[config.mk]
export PLATFORM = sky130hd
export DESIGN_NAME = lsr_regs
export DESIGN_NICKNAME = d
export VERILOG_FILES = /design/src/common/lsr_pkg.sv /design/src/verilog/lsr_regs.sv
export VERILOG_INCLUDE_DIRS = /design/src /design/src/common
export SDC_FILE = /design/constraint.sdc
export NUM_CORES = 2
export LEC_CHECK = 0
export BUFFER_PORTS_ARGS = -buffer_cell sky130_fd_sc_hd__buf_4
export CAP_MARGIN = 10
export CELL_PAD_IN_SITES_DETAIL_PLACEMENT = 1
export CELL_PAD_IN_SITES_GLOBAL_PLACEMENT = 1
export CORE_AREA = 4 4 693 695
export CTS_CLUSTER_DIAMETER = 80
export DETAILED_ROUTE_END_ITERATION = 16
export DIE_AREA = 0 0 697 699
export GPL_ROUTABILITY_DRIVEN = 1
export PLACE_DENSITY = 0.3
export SLEW_MARGIN = 40
export SYNTH_ARGS = -nofsm -noshare
export SYNTH_HDL_FRONTEND = slang
export SYNTH_SLANG_ARGS = --single-unit
export TNS_END_PERCENT = 100
[constraint.sdc]
create_clock -name clk -period 99.4 [get_ports clk]
set_input_delay 19.88 -clock clk [delete_from_list [all_inputs] [get_ports clk]]
set_output_delay 19.88 -clock clk [all_outputs]
set_load 0.02 [all_outputs]
[src/common/lsr_defs.svh]
`ifndef LSR_DEFS_SVH
`define LSR_DEFS_SVH
// Overview of operation
// - subclass 1 sysref capture sets status bit 16
// - status bit 0 shows link sync, resets 0
// - debug word holds eight 4-bit lane nibbles
// - nibble bit 3 flags start of data
// - nibble bit 2 flags start of alignment sequence
// - nibble bit 1 shows code group sync
// - nibble bit 0 shows K28.5 reception now
// - bits 3:2 sticky, cleared by read or reset
// - bits 1:0 follow live lane state
// - writable 5-bit lane_identifier, resets to index
// - receive side stores captured alignment parameters
// - transmit version, F and K come from configuration
// - octets per frame in bits 7:0
// - frames per multiframe in bits 4:0
// - lanes and lane_identifier receive only
// - transmit fields written by software, bank/device
// - sample format fields, reset zero
// - frame layout fields, reset zero
// - scrambling flag captured, transmit shows configuration
// - checksum receive only, reserved fields writable
// - transmit checksum computed per lane by hardware

`define LSR_LANES 8
`define LSR_IDX_SYNC 4'h0
`define LSR_IDX_DEBUG 4'h1
`define LSR_IDX_LANE_IDENTIFIER 4'h2
`define LSR_IDX_CFG0 4'h3
`define LSR_IDX_CFG1 4'h4
`define LSR_IDX_CFG2 4'h5
`define LSR_IDX_CFG3 4'h6
`define LSR_IDX_CFG4 4'h7
`define LSR_IDX_CFG5 4'h8
`define LSR_IDX_CFG6 4'h9

`define LSR_SYNC_BIT 0
`define LSR_SYSREF_BIT 16
`define LSR_SYNC_MASK 32'h0001_0001
`define LSR_DBG_W 4
`define LSR_DBG_SOD 3
`define LSR_DBG_SOILA 2
`define LSR_DBG_CGS 1
`define LSR_DBG_K28 0
`define LSR_LID_W 5
`define LSR_ZERO 32'h0000_0000

`define LSR_VER_LSB 8
`define LSR_SUB_LSB 0
`define LSR_F_LSB 0
`define LSR_K_LSB 0
`define LSR_L_LSB 24
`define LSR_LID_LSB 16
`define LSR_BID_LSB 8
`define LSR_DID_LSB 0
`define LSR_CS_LSB 24
`define LSR_NP_LSB 16
`define LSR_N_LSB 8
`define LSR_M_LSB 0
`define LSR_CF_LSB 24
`define LSR_HD_LSB 16
`define LSR_S_LSB 8
`define LSR_SCR_LSB 0
`define LSR_FCHK_LSB 16
`define LSR_RES2_LSB 8
`define LSR_RES1_LSB 0
`endif

[src/common/lsr_pkg.sv]
package lsr_pkg;
  typedef struct packed {
    logic [2:0] version;
    logic [2:0] subclass;
    logic [7:0] f;
    logic [4:0] k;
    logic [4:0] l;
    logic [4:0] lid;
    logic [3:0] bid;
    logic [7:0] did;
    logic [1:0] cs;
    logic [4:0] np;
    logic [4:0] n;
    logic [7:0] m;
    logic [4:0] cf;
    logic hd;
    logic [4:0] s;
    logic scr;
    logic [7:0] fchk;
    logic [7:0] res2;
    logic [7:0] res1;
  } lsr_ila_t;

  typedef struct packed {
    logic [3:0] idx;
    logic [2:0] lane;
    logic wr;
    logic rd;
    logic [31:0] wdata;
  } lsr_req_t;

  typedef struct packed {
    logic sod;
    logic soila;
    logic cgs;
    logic k28;
  } lsr_lane_ev_t;
endpackage

[src/verilog/lsr_regs.sv]
`timescale 1ns/1ps
`default_nettype none
`include "lsr_defs.svh"

module lsr_regs (
  input wire logic clk, // 40 MHz management clock
  input wire logic rst, // async core reset, active high
  input wire logic ce, // clock enable, freezes all state
  input wire lsr_pkg::lsr_req_t req, // register access request
  output logic [31:0] rdata, // read data, registered
  output logic rvalid, // read data valid pulse
  input wire logic mode_tx, // 1 = transmit configuration
  input wire logic subclass_one, // subclass 1 operation
  input wire logic sysref_evt, // sysref captured pulse
  input wire logic link_sync, // link synchronisation level
  input wire lsr_pkg::lsr_lane_ev_t [7:0] lane_ev, // per-lane status
  input wire logic [7:0] ila_rx_valid, // captured sequence strobe
  input wire lsr_pkg::lsr_ila_t [7:0] ila_rx, // captured parameters
  input wire lsr_pkg::lsr_ila_t tx_cfg, // core transmit configuration
  output lsr_pkg::lsr_ila_t [7:0] tx_ila // per-lane values to send
);

  logic sync_q;
  logic sysref_q;
  logic [7:0] sod_q;
  logic [7:0] soila_q;
  logic [`LSR_LID_W-1:0] lane_identifier_q [`LSR_LANES];
  lsr_pkg::lsr_ila_t rx_q [`LSR_LANES];
  lsr_pkg::lsr_ila_t tx_sw_q;
  lsr_pkg::lsr_ila_t tx_sw_d;
  lsr_pkg::lsr_ila_t tx_ila_d [`LSR_LANES];
  lsr_pkg::lsr_ila_t tx_ila_q [`LSR_LANES];
  logic [31:0] rdata_q;
  logic rvalid_q;

  // checksum over all parameter fields except fchk, modulo 256
  function automatic logic [7:0] ila_sum(input lsr_pkg::lsr_ila_t p);
    logic [7:0] s;
    s = 8'(p.version) + 8'(p.subclass) + p.f + 8'(p.k);
    s = s + 8'(p.l) + 8'(p.lid) + 8'(p.bid) + p.did;
    s = s + 8'(p.cs) + 8'(p.np) + 8'(p.n) + p.m;
    s = s + 8'(p.cf) + 8'(p.hd) + 8'(p.s) + 8'(p.scr);
    s = s + p.res2 + p.res1;
    return s;
  endfunction

  // places the fields of one parameter register into a word
  function automatic logic [31:0] pack_cfg(input logic [3:0] idx,
      input lsr_pkg::lsr_ila_t p);
    logic [31:0] w;
    w = `LSR_ZERO;
    case (idx)
      `LSR_IDX_CFG0: begin
        w[`LSR_VER_LSB +: $bits(p.version)] = p.version;
        w[`LSR_SUB_LSB +: $bits(p.subclass)] = p.subclass;
      end
      `LSR_IDX_CFG1: begin
        w[`LSR_F_LSB +: $bits(p.f)] = p.f;
      end
      `LSR_IDX_CFG2: begin
        w[`LSR_K_LSB +: $bits(p.k)] = p.k;
      end
      `LSR_IDX_CFG3: begin
        w[`LSR_L_LSB +: $bits(p.l)] = p.l;
        w[`LSR_LID_LSB +: $bits(p.lid)] = p.lid;
        w[`LSR_BID_LSB +: $bits(p.bid)] = p.bid;
        w[`LSR_DID_LSB +: $bits(p.did)] = p.did;
      end
      `LSR_IDX_CFG4: begin
        w[`LSR_CS_LSB +: $bits(p.cs)] = p.cs;
        w[`LSR_NP_LSB +: $bits(p.np)] = p.np;
        w[`LSR_N_LSB +: $bits(p.n)] = p.n;
        w[`LSR_M_LSB +: $bits(p.m)] = p.m;
      end
      `LSR_IDX_CFG5: begin
        w[`LSR_CF_LSB +: $bits(p.cf)] = p.cf;
        w[`LSR_HD_LSB] = p.hd;
        w[`LSR_S_LSB +: $bits(p.s)] = p.s;
        w[`LSR_SCR_LSB] = p.scr;
      end
      `LSR_IDX_CFG6: begin
        w[`LSR_FCHK_LSB +: $bits(p.fchk)] = p.fchk;
        w[`LSR_RES2_LSB +: $bits(p.res2)] = p.res2;
        w[`LSR_RES1_LSB +: $bits(p.res1)] = p.res1;
      end
      default: begin
        w = `LSR_ZERO;
      end
    endcase
    return w;
  endfunction

  wire rd_go = ce & req.rd;
  wire wr_go = ce & req.wr;
  wire sel_sync = (req.idx == `LSR_IDX_SYNC);
  wire sel_dbg = (req.idx == `LSR_IDX_DEBUG);
  wire sel_lid = (req.idx == `LSR_IDX_LANE_IDENTIFIER);
  wire sel_hw_cfg = (req.idx == `LSR_IDX_CFG0) ||
      (req.idx == `LSR_IDX_CFG1) || (req.idx == `LSR_IDX_CFG2);
  wire dbg_clr = rd_go & sel_dbg;
  wire sw_wr = wr_go & mode_tx;
  wire [31:0] wd = req.wdata;

  // receive-side view, or the transmit values of the addressed lane
  wire lsr_pkg::lsr_ila_t lane_view = mode_tx ? tx_ila_q[req.lane] :
      rx_q[req.lane];

  // transmit registers 3 to 5 hold only generated fields and are not applicable
  wire hide_cfg = mode_tx & sel_hw_cfg;

  wire [31:0] sync_word = {15'h0000, sysref_q, 15'h0000, sync_q};

  logic [31:0] dbg_word;
  always_comb begin
    dbg_word = `LSR_ZERO;
    for (int i = 0; i < `LSR_LANES; i++) begin
      dbg_word[i*`LSR_DBG_W + `LSR_DBG_SOD] = sod_q[i];
      dbg_word[i*`LSR_DBG_W + `LSR_DBG_SOILA] = soila_q[i];
      dbg_word[i*`LSR_DBG_W + `LSR_DBG_CGS] = lane_ev[i].cgs;
      dbg_word[i*`LSR_DBG_W + `LSR_DBG_K28] = lane_ev[i].k28;
    end
  end

  logic [31:0] rd_word;
  always_comb begin
    if (sel_sync) begin
      rd_word = sync_word;
    end else if (sel_dbg) begin
      rd_word = dbg_word;
    end else if (sel_lid) begin
      rd_word = {27'h0000000, lane_identifier_q[req.lane]};
    end else if (hide_cfg) begin
      rd_word = `LSR_ZERO;
    end else begin
      rd_word = pack_cfg(req.idx, lane_view);
    end
  end

  // software-set transmit fields; generated ones are never stored
  always_comb begin
    tx_sw_d = tx_sw_q;
    if (sw_wr && req.idx == `LSR_IDX_CFG3) begin
      tx_sw_d.bid = wd[`LSR_BID_LSB +: $bits(tx_sw_d.bid)];
      tx_sw_d.did = wd[`LSR_DID_LSB +: $bits(tx_sw_d.did)];
    end else if (sw_wr && req.idx == `LSR_IDX_CFG4) begin
      tx_sw_d.cs = wd[`LSR_CS_LSB +: $bits(tx_sw_d.cs)];
      tx_sw_d.np = wd[`LSR_NP_LSB +: $bits(tx_sw_d.np)];
      tx_sw_d.n = wd[`LSR_N_LSB +: $bits(tx_sw_d.n)];
      tx_sw_d.m = wd[`LSR_M_LSB +: $bits(tx_sw_d.m)];
    end else if (sw_wr && req.idx == `LSR_IDX_CFG5) begin
      tx_sw_d.cf = wd[`LSR_CF_LSB +: $bits(tx_sw_d.cf)];
      tx_sw_d.hd = wd[`LSR_HD_LSB];
      tx_sw_d.s = wd[`LSR_S_LSB +: $bits(tx_sw_d.s)];
    end else if (sw_wr && req.idx == `LSR_IDX_CFG6) begin
      tx_sw_d.res2 = wd[`LSR_RES2_LSB +: $bits(tx_sw_d.res2)];
      tx_sw_d.res1 = wd[`LSR_RES1_LSB +: $bits(tx_sw_d.res1)];
    end
  end

  always_ff @(posedge clk or posedge rst) begin
    if (rst) begin
      sync_q <= 1'b0;
      sysref_q <= 1'b0;
    end else if (ce) begin
      sync_q <= link_sync;
      sysref_q <= sysref_q | (subclass_one & sysref_evt);
    end
  end

  // sticky flags: a new event outranks the clearing read
  always_ff @(posedge clk or posedge rst) begin
    if (rst) begin
      sod_q <= 8'h00;
      soila_q <= 8'h00;
    end else if (ce) begin
      for (int i = 0; i < `LSR_LANES; i++) begin
        sod_q[i] <= (sod_q[i] & ~dbg_clr) | lane_ev[i].sod;
        soila_q[i] <= (soila_q[i] & ~dbg_clr) | lane_ev[i].soila;
      end
    end
  end
  // carried by the two assignments above

  always_ff @(posedge clk or posedge rst) begin
    if (rst) begin
      tx_sw_q <= '0;
    end else if (ce) begin
      tx_sw_q <= tx_sw_d;
    end
  end

  for (genvar g = 0; g < `LSR_LANES; g++) begin : g_lane
    always_comb begin
      tx_ila_d[g] = tx_sw_q;
      tx_ila_d[g].version = tx_cfg.version;
      tx_ila_d[g].subclass = tx_cfg.subclass;
      tx_ila_d[g].f = tx_cfg.f;
      tx_ila_d[g].k = tx_cfg.k;
      tx_ila_d[g].l = tx_cfg.l;
      tx_ila_d[g].lid = lane_identifier_q[g];
      tx_ila_d[g].scr = tx_cfg.scr;
      tx_ila_d[g].fchk = 8'h00;
      tx_ila_d[g].fchk = ila_sum(tx_ila_d[g]);
    end

    always_ff @(posedge clk or posedge rst) begin
      if (rst) begin
        lane_identifier_q[g] <= `LSR_LID_W'(g);
      end else if (wr_go && sel_lid && req.lane == 3'(g)) begin
        lane_identifier_q[g] <= wd[`LSR_LID_W-1:0];
      end
    end

    // captured values are kept only on the receive side
    always_ff @(posedge clk or posedge rst) begin
      if (rst) begin
        rx_q[g] <= '0;
      end else if (ce && !mode_tx && ila_rx_valid[g]) begin
        rx_q[g] <= ila_rx[g];
      end
    end

    always_ff @(posedge clk or posedge rst) begin
      if (rst) begin
        tx_ila_q[g] <= '0;
      end else if (ce) begin
        tx_ila_q[g] <= tx_ila_d[g];
      end
    end

    assign tx_ila[g] = tx_ila_q[g];
  end

  always_ff @(posedge clk or posedge rst) begin
    if (rst) begin
      rdata_q <= `LSR_ZERO;
      rvalid_q <= 1'b0;
    end else if (ce) begin
      rvalid_q <= req.rd;
      if (req.rd) begin
        rdata_q <= rd_word;
      end
    end
  end

  assign rdata = rdata_q;
  assign rvalid = rvalid_q;
endmodule
`default_nettype wire
==> impl_metrics.tcl <==
set metrics [dict create \
    start_kind "primary input" \
    synth_nets 5974 \
    rows 253 \
    grt_antenna_before_repair 307 \
    grt_usage_pct 17.6 \
    start_util_pct 13.3 \
    port_buffers 1691 \
    netlist_instances 4666 \
    fin_skew_ps 73.6 \
    crit_required_ps 100080 \
    core_region_area_um2 474000 \
    clock_path_buffers 4 \
    fin_util_pct 18.2 \
    syn-mean-instance-area_um2 13.5 \
    hp-start "rdata[11]" \
    synth_top_area_share_pct 43.9 \
    dieArea_um2 487000 \
    io_pins 1770 \
    end_kind "flop" \
    drtIter0Drc 1894 \
    instances_no_fill 12316 \
    gp_congestion 0.782 \
    synthArstFlopShare_pct 100 \
    numCtsBuffers 184 \
    relSlewSlack_pct 31.2 \
    cp_top_family "adder cells" \
    powerDensity_nw_per_um2 38.3 \
    yosys.area.top_type "dfrtp_1" \
    routed_wl_um 442000 \
    worst_r2r_endpoint "tx_ila[410]" \
    leakage_nw 37.8 \
    drc_errors 0 \
    postCtsHoldBufs 0 \
    ant_nets 0 \
    fmax_ghz 0.0376 \
    cts_tree "built" \
    dp_cells 11914 \
    path_class "in -> reg" \
    synthDistinctLibCells 65 \
    top_layer "met5" \
    post_cts_buffers 0 \
    slew_violations 0 \
    hold_class "reg -> reg" \
    layout_min_cycle_time_ps 26610 \
    setup_viol 0 \
    wl_met1_um 179000 \
    crit_arrival_ps 27290 \
    vias 44121 \
    drive_gt1_share_pct 58.5 \
    route.met2.wl_um 219000 \
    synth-main-ff-cell "dfrtp_1" \
    yosysWarnings 0 \
    syn_to_final_growth_pct 37.2 \
    grt_pass1_vias 48437 \
    wire_per_inst_um 35.9 \
    synth_edf_count 0 \
    ff2ff_setup_slack_ps 93820 \
    worst_pin_slew_ps 1030 \
    crit_start "tx_cfg[74]" \
    hold_path_depth 2 \
    fin_hold_ws_ps 489 \
    ys_seq_elements 1114 \
    fin_nets 7164 \
    gr-total-overflow 0 \
    cp_slowest_cell "ha_1" \
    worst_r2r_path_depth 15 \
    wl_met3_um 30100 \
    critical_path_buf_inv_count 6 \
    rsz0062_at_grt "no" \
    path_clk_slew_ps 60 \
    yosysSeqAreaShare_pct 44.4 \
    htree_num_levels 4 \
    cp_slowest_stage_delay_ps 710 \
    dr.pass1.iters 5 \
    routed_via_density 3.58 \
    ir_worst_vdd_uv 67.1 \
    cts.sink_count 1114 \
    tns_ps 0 \
    max_cap_violations 0 \
    synth_area_leaders "dfrtp_1, mux2_2, fa_1" \
    rr_startpoint "tx_ila_d[27]" \
    total_power_mw 3.30 \
    clk_latency_ps 900 \
    crit_fanout 16 \
    dpl.hpwl_um 352000 \
    hold-path-endpoint "rdata[11]" \
    status "completed" \
    cpMostUsedCell "fa_1" \
    fp.dieH_um 699 \
    grt_max_degree 120 \
    hold_viol_final 0 \
    finalCritPeriodShare_pct 26.8 \
    ctsResizeCount 0 \
    synth_area_um2 62900 \
    grt_pass1_wl_um 559000 \
    root_buffer "clkbuf_16" \
    die_w_um 697 \
]
## cell usage in the layout (no fill, tap or decap), types with 28 or more instances in the layout
cell type and count:
buf_4 1790, dfrtp_1 1058, mux2_2 1030, inv_1 346, fa_1 252, mux4_2 222, clkbuf_16 186, o21ai_0 100
ha_1 90, a21oi_1 88, mux2i_1 73, nor2_1 65, nand2_1 65, diode_2 64, xnor2_1 54, dfrtp_2 40
a211oi_1 36, clkbuf_1 34, clkinv_2 33, clkbuf_8 31, nor2b_1 29, o22ai_1 28
## power breakdown
group,internal [mW],switching [mW]
Combinational,0.817,1.14
Clock,0.414,0.273
Sequential,0.552,0.103
Total,1.78,1.52
## routing by layer
| layer | track usage [%] | up-vias |
|---|---|---|
| met1 | 21.0 | 23407 |
| met3 | 5.36 | 671 |
| met5 | 0 | - |
| met2 | 30.8 | 1616 |
| met4 | 3.92 | 182 |
| li1 | - | 18245 |
## kinds of logic (layout without fill, tap and decap cells)
kind of cell	Yosys count	after routing	synth area share (%)
AND/OR/NAND/NOR	221	221	1.67
adder cells (fa/ha/maj)	347	347	9.97
other	0	64	0
AO/OA/AOI/OAI	393	393	3.99
flip-flops	1114	1114	44.4
XOR/XNOR	74	74	1.09
multiplexers	1344	1344	28.0
buffers and inverters	1173	2512	10.9
## per-stage QoR
| step | setup slack [ps] | cell area (µm²) |
|---|---|---|
| 6_report | 72790 | 86200 |
| 5_1_grt | 72490 | 86100 |
| 4_1_cts | 72730 | 86000 |
| 3_5_place_dp | 71840 | 79700 |
| 3_3_place_gp | 71760 | 79300 |
| 2_1_floorplan | 48170 | 62900 |
## cell type report
| class | count | area (µm²) |
|---|---|---|
| flip-flops and latches | 1114 | 28000 |
| repair buffers | 1829 | 14100 |
| clock buffers | 251 | 5210 |
| diodes | 64 | 160 |
| fillers | 53031 | 388000 |
| multi-input cells | 2379 | 28600 |
| clock inverters | 84 | 1090 |
| inverters | 348 | 1320 |
| well taps | 6247 | 7820 |
## flip-flops by register name, summed over array words and instances, names as in the netlist
| signal | flops |
|---|---|
| rx_q | 776 |
| tx_ila | 188 |
| tx_ila_d | 59 |
| lane_identifier_q | 40 |
| rdata | 32 |
| sod_q | 8 |
| soila_q | 8 |
| rvalid | 1 |
| sync_q | 1 |
| sysref_q | 1 |
## synthesized netlist by cell type (2+ instances only)
cell type / count
and3_1: 5
o2111ai_1: 2
o211ai_1: 2
nor3_1: 5
a21oi_1: 88
fa_1: 257
a22o_1: 18
a221oi_1: 15
o21bai_1: 18
nand3b_1: 3
buf_1: 68
o22ai_1: 28
a22oi_1: 19
buf_2: 58
ha_1: 90
mux2_2: 1030
inv_1: 348
nor3b_2: 2
a21o_1: 18
dfrtp_1: 1102
buf_6: 11
nor2_1: 69
mux4_1: 6
nor2b_1: 33
buf_4: 613
xnor2_1: 56
mux2i_1: 86
nand2_1: 74
clkbuf_1: 75
nand3_1: 9
and2_1: 4
a211oi_1: 52
nor4_1: 4
xor2_1: 15
a2111oi_0: 5
dfstp_2: 12
o21ai_0: 107
nand2b_1: 6
mux4_2: 222
a32oi_1: 6
## how the worst max path moves through the flow
stage,depth (start not counted),end
2_1_floorplan,1,lane_identifier_q[11]
3_3_place_gp,25,tx_ila[217]
3_5_place_dp,25,tx_ila[217]
4_1_cts,25,tx_ila[217]
5_1_grt,25,tx_ila[217]
6_report,25,tx_ila[217]
## worst register-to-register path: stages, from the launching register on
cell and delay (ps):
dfrtp_1 410, fa_1 580, inv_1 530, fa_1 570, fa_1 530, fa_1 550
inv_1 70, fa_1 550, ha_1 300, inv_1 100, fa_1 470, inv_1 80
a21o_1 130, a21oi_1 90, xnor2_1 170, mux2_2 280
Power figures use the tool's default switching activity.
